### src/dcc_pkg.sv
// constants for the dual capture/compare block
package dcc_pkg;
	// register map, byte addresses
	localparam logic [11:0] A_TCON = 12'h000;
	localparam logic [11:0] A_TMR = 12'h010;
	localparam logic [11:0] A_REL = 12'h020;
	localparam logic [11:0] A_CC = 12'h080;
	localparam logic [11:0] A_MODE = 12'h100;
	localparam logic [11:0] A_STAT_CC = 12'h180;
	localparam logic [11:0] A_STAT_TM = 12'h184;
	localparam logic [11:0] A_MASK_CC = 12'h188;
	localparam logic [11:0] A_MASK_TM = 12'h18c;
	// address region selectors
	localparam logic [8:0] R_TCON = 9'h000;
	localparam logic [7:0] R_TMR = 8'h01;
	localparam logic [7:0] R_REL = 8'h02;
	localparam logic [4:0] R_CC = 5'h01;
	localparam logic [4:0] R_MODE = 5'h02;
	localparam logic [7:0] R_IRQ = 8'h18;
	// timer control byte: low byte first timer, high byte second timer
	localparam int F_PSEL = 0;
	localparam int F_CSEL = 3;
	localparam int F_RUN = 6;
	localparam int F_HI = 8;
	// prescale exponent offset: divide by 2^(sel+3), 8 .. 1024
	localparam logic [9:0] PRE_BASE = 10'h008;
	// cc mode nibble
	localparam int M_CMP = 0;
	localparam int M_TSEL = 1;
	localparam int M_EDGE = 2;
	// counter input selections
	localparam logic [1:0] C_EXT_OVF = 2'h0;
	localparam logic [1:0] C_RISE = 2'h1;
	localparam logic [1:0] C_FALL = 2'h2;
	localparam logic [1:0] C_BOTH = 2'h3;
	// capture-only registers of the second unit
	localparam int CAP_ONLY_LO = 24;
	localparam int CAP_ONLY_HI = 27;
	// reset value and timer wrap point
	localparam logic [15:0] TCON_RST = 16'h0000;
	localparam logic [15:0] TMR_MAX = 16'hffff;
endpackage

### src/dcc_top.sv
// two capture/compare units with timers, apb registers and interrupt
// Summary of operation
// - each unit: two 16-bit timers with reloads
// - sixteen 16-bit capture/compare registers per unit
// - timer clock: prescaled clock or external overflow
// - first timer can count external pin edges
// - capture or compare chosen per register
// - each register picks either unit timer
// - one pin per register, input or output
// - second unit registers 8..11 capture only
// - pin transition latches allocated timer value
// - compare match toggles the output pin
// - interrupt per cc event and overflow
// - compare events serve as software timers
// - count up, reload on rollover
// - prescaler divides by 8 to 1024
// - second timer serviced one clock later
// - cpu timer write beats increment or reload
`timescale 1ns/1ps
`default_nettype none
module dcc_top (
	input wire logic pclk,
	input wire logic presetn,
	input wire logic psel,
	input wire logic penable,
	input wire logic pwrite,
	input wire logic [11:0] paddr,
	input wire logic [31:0] pwdata,
	output logic [31:0] prdata,
	output logic pready,
	output logic pslverr,
	input wire logic [31:0] cc_pin_in,
	output logic [31:0] cc_pin_out,
	output logic [31:0] cc_pin_oe,
	input wire logic [1:0] count_pin,
	input wire logic ext_timer_ovf,
	output logic irq
);
	typedef struct packed {
		logic [3:0][15:0] tmr;
		logic [3:0][15:0] rel;
		logic [1:0][15:0] tcon;
		logic [31:0][15:0] cc;
		logic [31:0][3:0] mode;
		logic [31:0] pout;
		logic [35:0] stat;
		logic [35:0] mask;
		logic [9:0] pre;
		logic [1:0] pend;
		logic [3:0] moved;
		logic [31:0] s1;
		logic [31:0] s2;
		logic [31:0] s3;
		logic [1:0] c1;
		logic [1:0] c2;
		logic [1:0] c3;
		logic [31:0] rdata;
	} dcc_state_t;

	dcc_state_t st;
	dcc_state_t next_st;
	logic acc, wr, rd, hit;
	logic [31:0] rv;
	logic [3:0] ireq, inc, twr;
	logic [31:0] ccwr, cap_ev, cmp_ev, cap_ok;
	logic [31:0][15:0] src;
	logic [7:0] cb;
	logic [9:0] pmask;
	logic tick, ev, rise, fall;
	logic [1:0] ti;

	// compare outputs only where the register may drive
	always_comb begin
		for (int k = 0; k < 32; k++) begin
			cap_ok[k] = (k >= dcc_pkg::CAP_ONLY_LO) && (k <= dcc_pkg::CAP_ONLY_HI);
		end
	end
	assign cc_pin_out = st.pout;
	assign cc_pin_oe = ~cap_ok & cmp_bits();
	assign prdata = st.rdata;
	assign pready = 1'b1;
	assign irq = |(st.stat & st.mask);

	function automatic logic [31:0] cmp_bits();
		logic [31:0] b;
		b = '0;
		for (int k = 0; k < 32; k++) begin
			b[k] = st.mode[k][dcc_pkg::M_CMP];
		end
		return b;
	endfunction

	// next state: bus, timers, capture/compare, interrupt status
	always_comb begin
		next_st = st;
		acc = psel & penable;
		wr = acc & pwrite;
		rd = acc & ~pwrite;
		hit = 1'b0;
		rv = '0;
		ireq = '0;
		inc = '0;
		twr = '0;
		ccwr = '0;
		cap_ev = '0;
		cmp_ev = '0;
		src = '0;
		cb = '0;
		pmask = '0;
		tick = 1'b0;
		ev = 1'b0;
		rise = 1'b0;
		fall = 1'b0;
		ti = '0;
		// address decode and read mux
		if (paddr[1:0] == 2'h0) begin
			if (paddr[11:3] == dcc_pkg::R_TCON) begin
				hit = 1'b1;
				rv = {16'h0, st.tcon[paddr[2]]};
			end else if (paddr[11:4] == dcc_pkg::R_TMR) begin
				hit = 1'b1;
				rv = {16'h0, st.tmr[paddr[3:2]]};
			end else if (paddr[11:4] == dcc_pkg::R_REL) begin
				hit = 1'b1;
				rv = {16'h0, st.rel[paddr[3:2]]};
			end else if (paddr[11:7] == dcc_pkg::R_CC) begin
				hit = 1'b1;
				rv = {16'h0, st.cc[paddr[6:2]]};
			end else if (paddr[11:7] == dcc_pkg::R_MODE) begin
				hit = 1'b1;
				rv = {28'h0, st.mode[paddr[6:2]]};
			end else if (paddr[11:4] == dcc_pkg::R_IRQ) begin
				hit = 1'b1;
				case (paddr[3:2])
					2'h0: rv = st.stat[31:0];
					2'h1: rv = {28'h0, st.stat[35:32]};
					2'h2: rv = st.mask[31:0];
					default: rv = {28'h0, st.mask[35:32]};
				endcase
			end
		end
		pslverr = acc & ~hit;
		// read data is captured in the setup cycle
		if (psel & ~penable & ~pwrite) begin
			next_st.rdata = hit ? rv : 32'h0;
		end
		// read clears only the bits actually returned, so later events survive
		if (rd && paddr == dcc_pkg::A_STAT_CC) begin
			next_st.stat[31:0] = st.stat[31:0] & ~st.rdata;
		end
		if (rd && paddr == dcc_pkg::A_STAT_TM) begin
			next_st.stat[35:32] = st.stat[35:32] & ~st.rdata[3:0];
		end
		// register writes
		if (wr && hit) begin
			if (paddr[11:3] == dcc_pkg::R_TCON) begin
				next_st.tcon[paddr[2]] = pwdata[15:0];
			end
			if (paddr[11:4] == dcc_pkg::R_TMR) begin
				twr[paddr[3:2]] = 1'b1;
			end
			if (paddr[11:4] == dcc_pkg::R_REL) begin
				next_st.rel[paddr[3:2]] = pwdata[15:0];
			end
			if (paddr[11:7] == dcc_pkg::R_CC) begin
				ccwr[paddr[6:2]] = 1'b1;
			end
			if (paddr[11:7] == dcc_pkg::R_MODE) begin
				next_st.mode[paddr[6:2]] = pwdata[3:0];
				// capture-only registers never take compare mode
				if (cap_ok[paddr[6:2]]) begin
					next_st.mode[paddr[6:2]][dcc_pkg::M_CMP] = 1'b0;
				end
			end
			if (paddr == dcc_pkg::A_MASK_CC) begin
				next_st.mask[31:0] = pwdata;
			end
			if (paddr == dcc_pkg::A_MASK_TM) begin
				next_st.mask[35:32] = pwdata[3:0];
			end
		end
		// pin synchronisers, edges from second and third stage
		next_st.s1 = cc_pin_in;
		next_st.s2 = st.s1;
		next_st.s3 = st.s2;
		next_st.c1 = count_pin;
		next_st.c2 = st.c1;
		next_st.c3 = st.c2;
		next_st.pre = st.pre + 10'h001;
		// count sources for the four timers
		for (int t = 0; t < 4; t++) begin
			cb = st.tcon[t / 2][(t % 2) * dcc_pkg::F_HI +: 8];
			pmask = (dcc_pkg::PRE_BASE << cb[2:0]) - 10'h001;
			tick = (st.pre & pmask) == pmask;
			rise = st.c2[t / 2] & ~st.c3[t / 2];
			fall = ~st.c2[t / 2] & st.c3[t / 2];
			if (!cb[dcc_pkg::F_CSEL]) begin
				ev = tick;
			end else if (cb[1:0] == dcc_pkg::C_EXT_OVF) begin
				ev = ext_timer_ovf;
			end else if (t % 2 == 1) begin
				ev = 1'b0; // second timer stops on pin selections
			end else begin
				case (cb[1:0])
					dcc_pkg::C_RISE: ev = rise;
					dcc_pkg::C_FALL: ev = fall;
					dcc_pkg::C_BOTH: ev = rise | fall;
					default: ev = 1'b0;
				endcase
			end
			ireq[t] = cb[dcc_pkg::F_RUN] & ev;
		end
		// second timer of a unit steps one clock after its own count request
		for (int u = 0; u < 2; u++) begin
			inc[2 * u] = ireq[2 * u];
			inc[2 * u + 1] = st.pend[u] & st.tcon[u][dcc_pkg::F_HI + dcc_pkg::F_RUN];
			next_st.pend[u] = ireq[2 * u + 1];
		end
		// timer update: cpu write first, then reload, then increment
		for (int t = 0; t < 4; t++) begin
			next_st.moved[t] = 1'b0;
			if (twr[t]) begin
				next_st.tmr[t] = pwdata[15:0];
			end else if (inc[t]) begin
				next_st.moved[t] = 1'b1;
				if (st.tmr[t] == dcc_pkg::TMR_MAX) begin
					next_st.tmr[t] = st.rel[t];
					next_st.stat[32 + t] = 1'b1;
				end else begin
					next_st.tmr[t] = st.tmr[t] + 16'h0001;
				end
			end
		end
		// capture/compare bank, each register configured on its own
		for (int k = 0; k < 32; k++) begin
			ti = {k[4], st.mode[k][dcc_pkg::M_TSEL]};
			src[k] = st.tmr[ti];
			rise = st.s2[k] & ~st.s3[k];
			fall = ~st.s2[k] & st.s3[k];
			if (!st.mode[k][dcc_pkg::M_CMP]) begin
				cap_ev[k] = (st.mode[k][dcc_pkg::M_EDGE] & rise) | (st.mode[k][dcc_pkg::M_EDGE + 1] & fall);
			end else begin
				// compare ignores the pin and fires only on a timer step that lands on the compare value
				cmp_ev[k] = st.moved[ti] & (st.cc[k] == src[k]);
			end
			if (ccwr[k]) begin
				next_st.cc[k] = pwdata[15:0];
			end else if (cap_ev[k]) begin
				next_st.cc[k] = src[k];
			end
			if (cmp_ev[k]) begin
				next_st.pout[k] = ~st.pout[k];
			end
			// set after clear, so an event in the clearing read survives
			if (cap_ev[k] | cmp_ev[k]) begin
				next_st.stat[k] = 1'b1;
			end
		end
	end

	// state register
	always_ff @(posedge pclk or negedge presetn) begin
		if (!presetn) begin
			st <= '0;
		end else begin
			st <= next_st;
		end
	end
endmodule
`default_nettype wire

### config.mk
export PLATFORM = sky130hd
export DESIGN_NAME = dcc_top
export DESIGN_NICKNAME = d
export VERILOG_FILES = /design/src/dcc_pkg.sv /design/src/dcc_top.sv
export SDC_FILE = /design/constraint.sdc
export NUM_CORES = 2
export LEC_CHECK = 0
export BUFFER_PORTS_ARGS = -buffer_cell sky130_fd_sc_hd__buf_2
export CAP_MARGIN = 30
export CORE_ASPECT_RATIO = 2
export CORE_UTILIZATION = 55
export CTS_CLUSTER_DIAMETER = 80
export DETAILED_ROUTE_END_ITERATION = 7
export PLACE_DENSITY = 0.77
export SLEW_MARGIN = 20
export SYNTH_ARGS = -nofsm -noshare
export SYNTH_HDL_FRONTEND = slang
export SYNTH_SLANG_ARGS = --single-unit
### constraint.sdc
create_clock -name pclk -period 7.4 [get_ports pclk]
set_clock_uncertainty 0.05 [all_clocks]
set_input_delay 1.11 -clock pclk [delete_from_list [all_inputs] [get_ports pclk]]
set_output_delay 1.11 -clock pclk [all_outputs]
set_load 0.005 [all_outputs]
# [Word-level counts from Yosys, hierarchy flattened]
# Memories as Yosys holds them, arrays and structs flattened.
# Index checks and enable logic that the tools add are counted.
[word_totals] mem_count=1 out_inout_bits=99 reg_bits=1054 wordCells=1082 rom_bits=32
[op_classes] n_eq_ne=57 n_bitwise=356 n_reduce_logical=87 add_sub_neg=9 mux=379 shift=4 magnitude_cmp=38
[mem_list] memory="(name not given)" depth=32 width=1 rd=1 rd_ports_with_merged_regs=0 write_ports=0 line="dcc_top.sv:171" source="if (cap_ok[paddr[6:2]]) begin"
[ops] cell="16-bit two-way mux" n=147
[ops] cell="16-bit == test" n=32
[ops] cell="32-bit two-way mux" n=11
[ops] cell="1-bit two-way mux" n=199
[ops] cell="1-bit bitwise AND" n=176
[ops] cell="2-bit nonzero test" n=68
[ops] cell="128-bit bitwise AND" n=1
[ops] cell="128-bit bitwise mux" n=1
[ops] cell="128-bit two-way mux" n=1
[ops] cell="128-bit NOT" n=1
[ops] cell="1-bit NOT" n=103
[ops] cell="32-bit one-hot mux with 3 select lines" n=1
[ops] cell="16-bit binary-select mux with 5-bit select" n=1
[ops] cell="1-bit bitwise OR" n=66
[ops] cell="16-bit by 1-bit adder with 16-bit output (second input constant)" n=4
[ops] cell="16-bit binary-select mux with 2-bit select" n=2
[ops] cell="64-bit bitwise mux" n=1
[ops] cell="16-bit == test (second input constant)" n=4
[ops] cell="2-bit by 3-bit < comparator with 1-bit output (second input constant)" n=17
[ops] cell="12-bit by 9-bit == test with 1-bit output (second input constant)" n=4
[ops] cell="1-bit by 3-bit < comparator with 1-bit output (second input constant)" n=16
[ops] cell="10-bit bitwise AND" n=4
[ops] cell="4-bit demux with 5-bit select" n=2
[ops] cell="10-bit == test" n=4
[ops] cell="33 further kinds" n=64

# [Depth between registers and ports, before layout]
[logic_depth] depth_word=11 mapped_depth=13 mapped_depth_nobuf=10

# [Least setup slack after synthesis]
# OpenSTA, ideal clock, no wires.
[synth_timing] kind="input to output" startpoint="in paddr[4]" endpoint="out pslverr" required_ps=6240 arrival_ps=2500 path_stages=5 slack_ps=3740 path_cell_list="nor2_1 a2111oi_0 o311ai_1 clkbuf_1 nor2b_1"
[synth_via] elab_chain_len=10 word_cells_on_any_way=13
[synth_lines] element="start, declared" line="dcc_top.sv:27" source="input wire logic [11:0] paddr,"
[synth_lines] element="8-bit by 5-bit == test with 1-bit output" line="dcc_top.sv:132" source="end else if (paddr[11:4] == dcc_pkg::R_IRQ) begin"
[synth_lines] element="1-bit two-way mux" line="dcc_top.sv:132"
[synth_lines] element="1-bit two-way mux" line="dcc_top.sv:129" source="end else if (paddr[11:7] == dcc_pkg::R_MODE) begin"
[synth_lines] element="1-bit two-way mux" line="dcc_top.sv:126" source="end else if (paddr[11:7] == dcc_pkg::R_CC) begin"
[synth_lines] element="1-bit two-way mux" line="dcc_top.sv:123" source="end else if (paddr[11:4] == dcc_pkg::R_REL) begin"
[synth_lines] element="1-bit two-way mux" line="dcc_top.sv:120" source="end else if (paddr[11:4] == dcc_pkg::R_TMR) begin"
[synth_lines] element="1-bit two-way mux (*)" line="dcc_top.sv:117" source="if (paddr[11:3] == dcc_pkg::R_TCON) begin"
[synth_lines] element="1-bit two-way mux (*)" line="dcc_top.sv:116" source="if (paddr[1:0] == 2'h0) begin"
[synth_lines] element="1-bit NOT (*)" line="dcc_top.sv:142" source="pslverr = acc & ~hit;"
[synth_lines] element="1-bit bitwise AND (*)" line="dcc_top.sv:142"
[synth_lines] element="end, declared" line="dcc_top.sv:31" source="output logic pslverr,"
# Every way passes the cells marked *; elsewhere a longest branch is shown, timed or not.

# [Final worst setup path]
[layout_timing] startpoint="in paddr[5]" endpoint="out pslverr"
# Same word-level chain as after synthesis.

==> flow_summary.toml <==
[sta]
tightest_slew_ns = 1.30
drv_slew = 0
slew_headroom_pct = 13.4
min_period_ns = 5.06
hold_viol_final = 0
rsz0062_at_grt = "no"
fmax_mhz = 198
holdWs_ns = 0.296
fin_setup_tns_ns = 0
fin_crit_sh_pct = 68.4
setup_viol = 0

[global_routing]
grt_usage_pct = 49.2
grt_max_degree = 171
antenna_found_initial = 25
grt.overflow.total = 0
grt_pass1_vias = 56700
grt_pass1_wl_mm = 419

[setup_path]
critPathKind = "in2out"
cp.required_ns = 6.24
critical_path.cell_chain = "buf_2 -> buf_4 -> nor2_1 -> a2111oi_0 -> o311ai_2 -> buf_4 -> nor2b_1 -> buf_2"
crit_path_end_kind = "output pin"
ff2ff_setup_slack_ns = 3.69
slowest_delay_ns = 0.62
arrival_ns = 3.90
critPathMaxFanout = 37
startpoint_type = "input port"
reg2reg_depth = 8
critical-path-slowest-cell = "nor2_1"

[clock_tree]
cts_buffer_depth = 3
clkSinkCount = 1054
clock-root-buffer = "clkbuf_16"
insertion_delay_ns = 0.77
clk_pin_slew_ns = 0.07
holdBufCountCts = 0
cts_tree = "built"
ctsHtreeMaxLevel = 3
cts_setup_buffers = 0
cts_buffers = 98
cts_resized = 0

[routing]
num_vias = 59100
drc = 20
drt-pass1-iter-count = 8
drt-initial-drc-count = 8328
viasPerCell = 7.02
routed_wl_mm = 297
wire_per_inst_um = 35.3
final_antenna_net_count = 0

[logic_synthesis]
syn-cell-area_um2 = 65500
synth-seq-cells = 1054
syn-mean-instance-area_um2 = 9.38
synthFlopType = "dfrtp_1"
synth_cell_type_count = 78
ys_seq_area_share_pct = 40.2
syn_inst = 6983
async_flop_share_pct = 100
yosys_warnings = 0
synth_edf_count = 0

[floorplan]
die_h_um = 490
coreArea_um2 = 118000
initial_core_util_pct = 55.6
rows = 178
pin_count = 183
die_x_um = 246
die_area_um2 = 121000

[placed_design]
io_buffers = 177
place_congestion = 1.08
hpwl_mm = 203

[power]
leakage_nw = 25.3
p_per_area_nw_per_um2 = 176
ir_drop_v = 0.000210
p_total_mw = 12.5

[run_status]
status = "finished, violations left"
violations = "DRC"

[layout]
nFillCells = 9837
syn_to_final_growth_pct = 8.66
finalNetCount = 6889
drive_gt1_share_pct = 17.0

[min_path]
hold_path.class = "reg2reg"
hold_depth = 0

[run]
maxCapViolations = 0
-- cell usage after synthesis (12+ instances only) --
| cell | count | area share [%] |
|---|---|---|
| nand2_1 | 1244 | 7.1 |
| o21ai_0 | 1147 | 8.8 |
| dfrtp_1 | 1054 | 40 |
| mux2i_1 | 659 | 10 |
| clkbuf_1 | 444 | 2.5 |
| xor2_1 | 421 | 5.6 |
| mux2_2 | 323 | 5.6 |
| nor2_1 | 161 | 0.92 |
| mux4_2 | 142 | 4.9 |
| xnor2_1 | 142 | 1.9 |
| nand4_1 | 135 | 1.3 |
| buf_2 | 126 | 0.96 |
| buf_4 | 124 | 1.4 |
| a21oi_1 | 103 | 0.79 |
| nand3_1 | 87 | 0.66 |
| a22oi_1 | 81 | 0.93 |
| nor4_1 | 74 | 0.71 |
| nand3b_1 | 66 | 0.76 |
| o22ai_1 | 47 | 0.45 |
| a211o_1 | 32 | 0.43 |
| nor3_1 | 32 | 0.24 |
| inv_1 | 26 | 0.15 |
| buf_1 | 25 | 0.14 |
| nor2b_1 | 25 | 0.24 |
| a211oi_1 | 19 | 0.22 |
| o211ai_1 | 16 | 0.18 |
| a2111oi_0 | 15 | 0.20 |
| and3_1 | 14 | 0.13 |
| nand2b_1 | 14 | 0.13 |
| ha_1 | 13 | 0.25 |
| a31oi_1 | 12 | 0.11 |
-- cell families after synthesis --
group,synth area share (%)
compound gates,13.1
xor+xnor,7.52
fa+ha+maj,0.248
buf+inv,5.37
flops,40.2
mux,20.5
other cells,0.0115
simple gates,13.0
-- per-layer routing --
metal | routed length, µm | vias to the layer above | track usage (%)
li1 | - | 24100 | -
met1 | 92700 | 28800 | 52.8
met2 | 131000 | 4498 | 73.4
met3 | 32000 | 1751 | 14.6
met4 | 40900 | 16 | 53.8
met5 | 98 | - | 0.0408
-- worst max-delay path, delay by kind of cell --
kind / cells / cell delay (ns)
buf+inv: 4 / 0.98
compound gates: 2 / 0.67
simple gates: 2 / 1.11
-- stage by stage --
step                      std cells  util (%)  instance area [µm²]  worst slack, ns
after CTS                      8397      60.3                71000             2.57
after floorplan                6986         -                65500             3.74
after global routing           8407      60.4                71200             2.45
after global placement         8194      57.0                67100             2.26
after detailed placement       8213      57.2                67400             2.54
final                          8421      60.4                71200             2.34
-- cell usage in the layout, fill, tap and decap left out, drive strengths merged, types with 8 or more instances in the layout --
cell | Yosys | final
mux2i | 659 | 659
a31oi | 12 | 12
and2 | 11 | 11
o21ai | 1157 | 1157
o31ai | 8 | 8
nand2b | 15 | 15
clkinv | 0 | 28
or3 | 10 | 10
xor2 | 421 | 421
a211o | 32 | 32
nand4 | 135 | 135
nor2 | 165 | 165
diode | 0 | 15
a21oi | 103 | 103
bufinv | 0 | 20
nand3 | 87 | 87
and4 | 8 | 8
o22ai | 47 | 47
inv | 26 | 28
o211ai | 16 | 16
xnor2 | 142 | 142
and3 | 14 | 14
clkbuf | 451 | 131
ha | 13 | 13
nand3b | 66 | 66
a2111oi | 15 | 15
a22oi | 81 | 81
mux4 | 142 | 142
buf | 281 | 435
nor3 | 36 | 36
nor2b | 25 | 25
dfrtp | 1054 | 1054
a211oi | 19 | 19
mux2 | 323 | 323
a22o | 10 | 10
nand2 | 1245 | 1245
nor4 | 78 | 78
-- layout make-up --
class                   count  area (µm²)  area share, %
diodes                     15        37.5         0.0527
repair buffers            438        3140           4.41
flip-flops and latches   1054       26400           37.0
clock inverters            56         906           1.27
multi-input cells        5174       36000           50.6
well taps                1530        1910           2.69
clock buffers             128        2730           3.83
inverters                  26        97.6          0.137
-- registers in the layout, summed over array words and instances, names as in the netlist --
signal,count
cc_pin_oe,28
cb,8
next_st,68
prdata,32
cc_pin_out,32
st,886
-- path summary, 6_finish.rpt --
check / from / end
setup / recovery: paddr[5] / pslverr
hold / removal: next_st[97] / next_st[65]
setup reg to reg: st[896] / st[1004]
hold reg to reg: next_st[97] / next_st[65]
max in group asynchronous: presetn / st[166]
min in group asynchronous: presetn / next_st[55]
-- report_power, final --
part           leakage, nW  internal [mW]  switching [mW]
logic                 11.9          0.192           0.543
registers             11.6           5.84          0.0810
clock network         1.77           3.33            2.54
(Power assumes the default switching activity.)
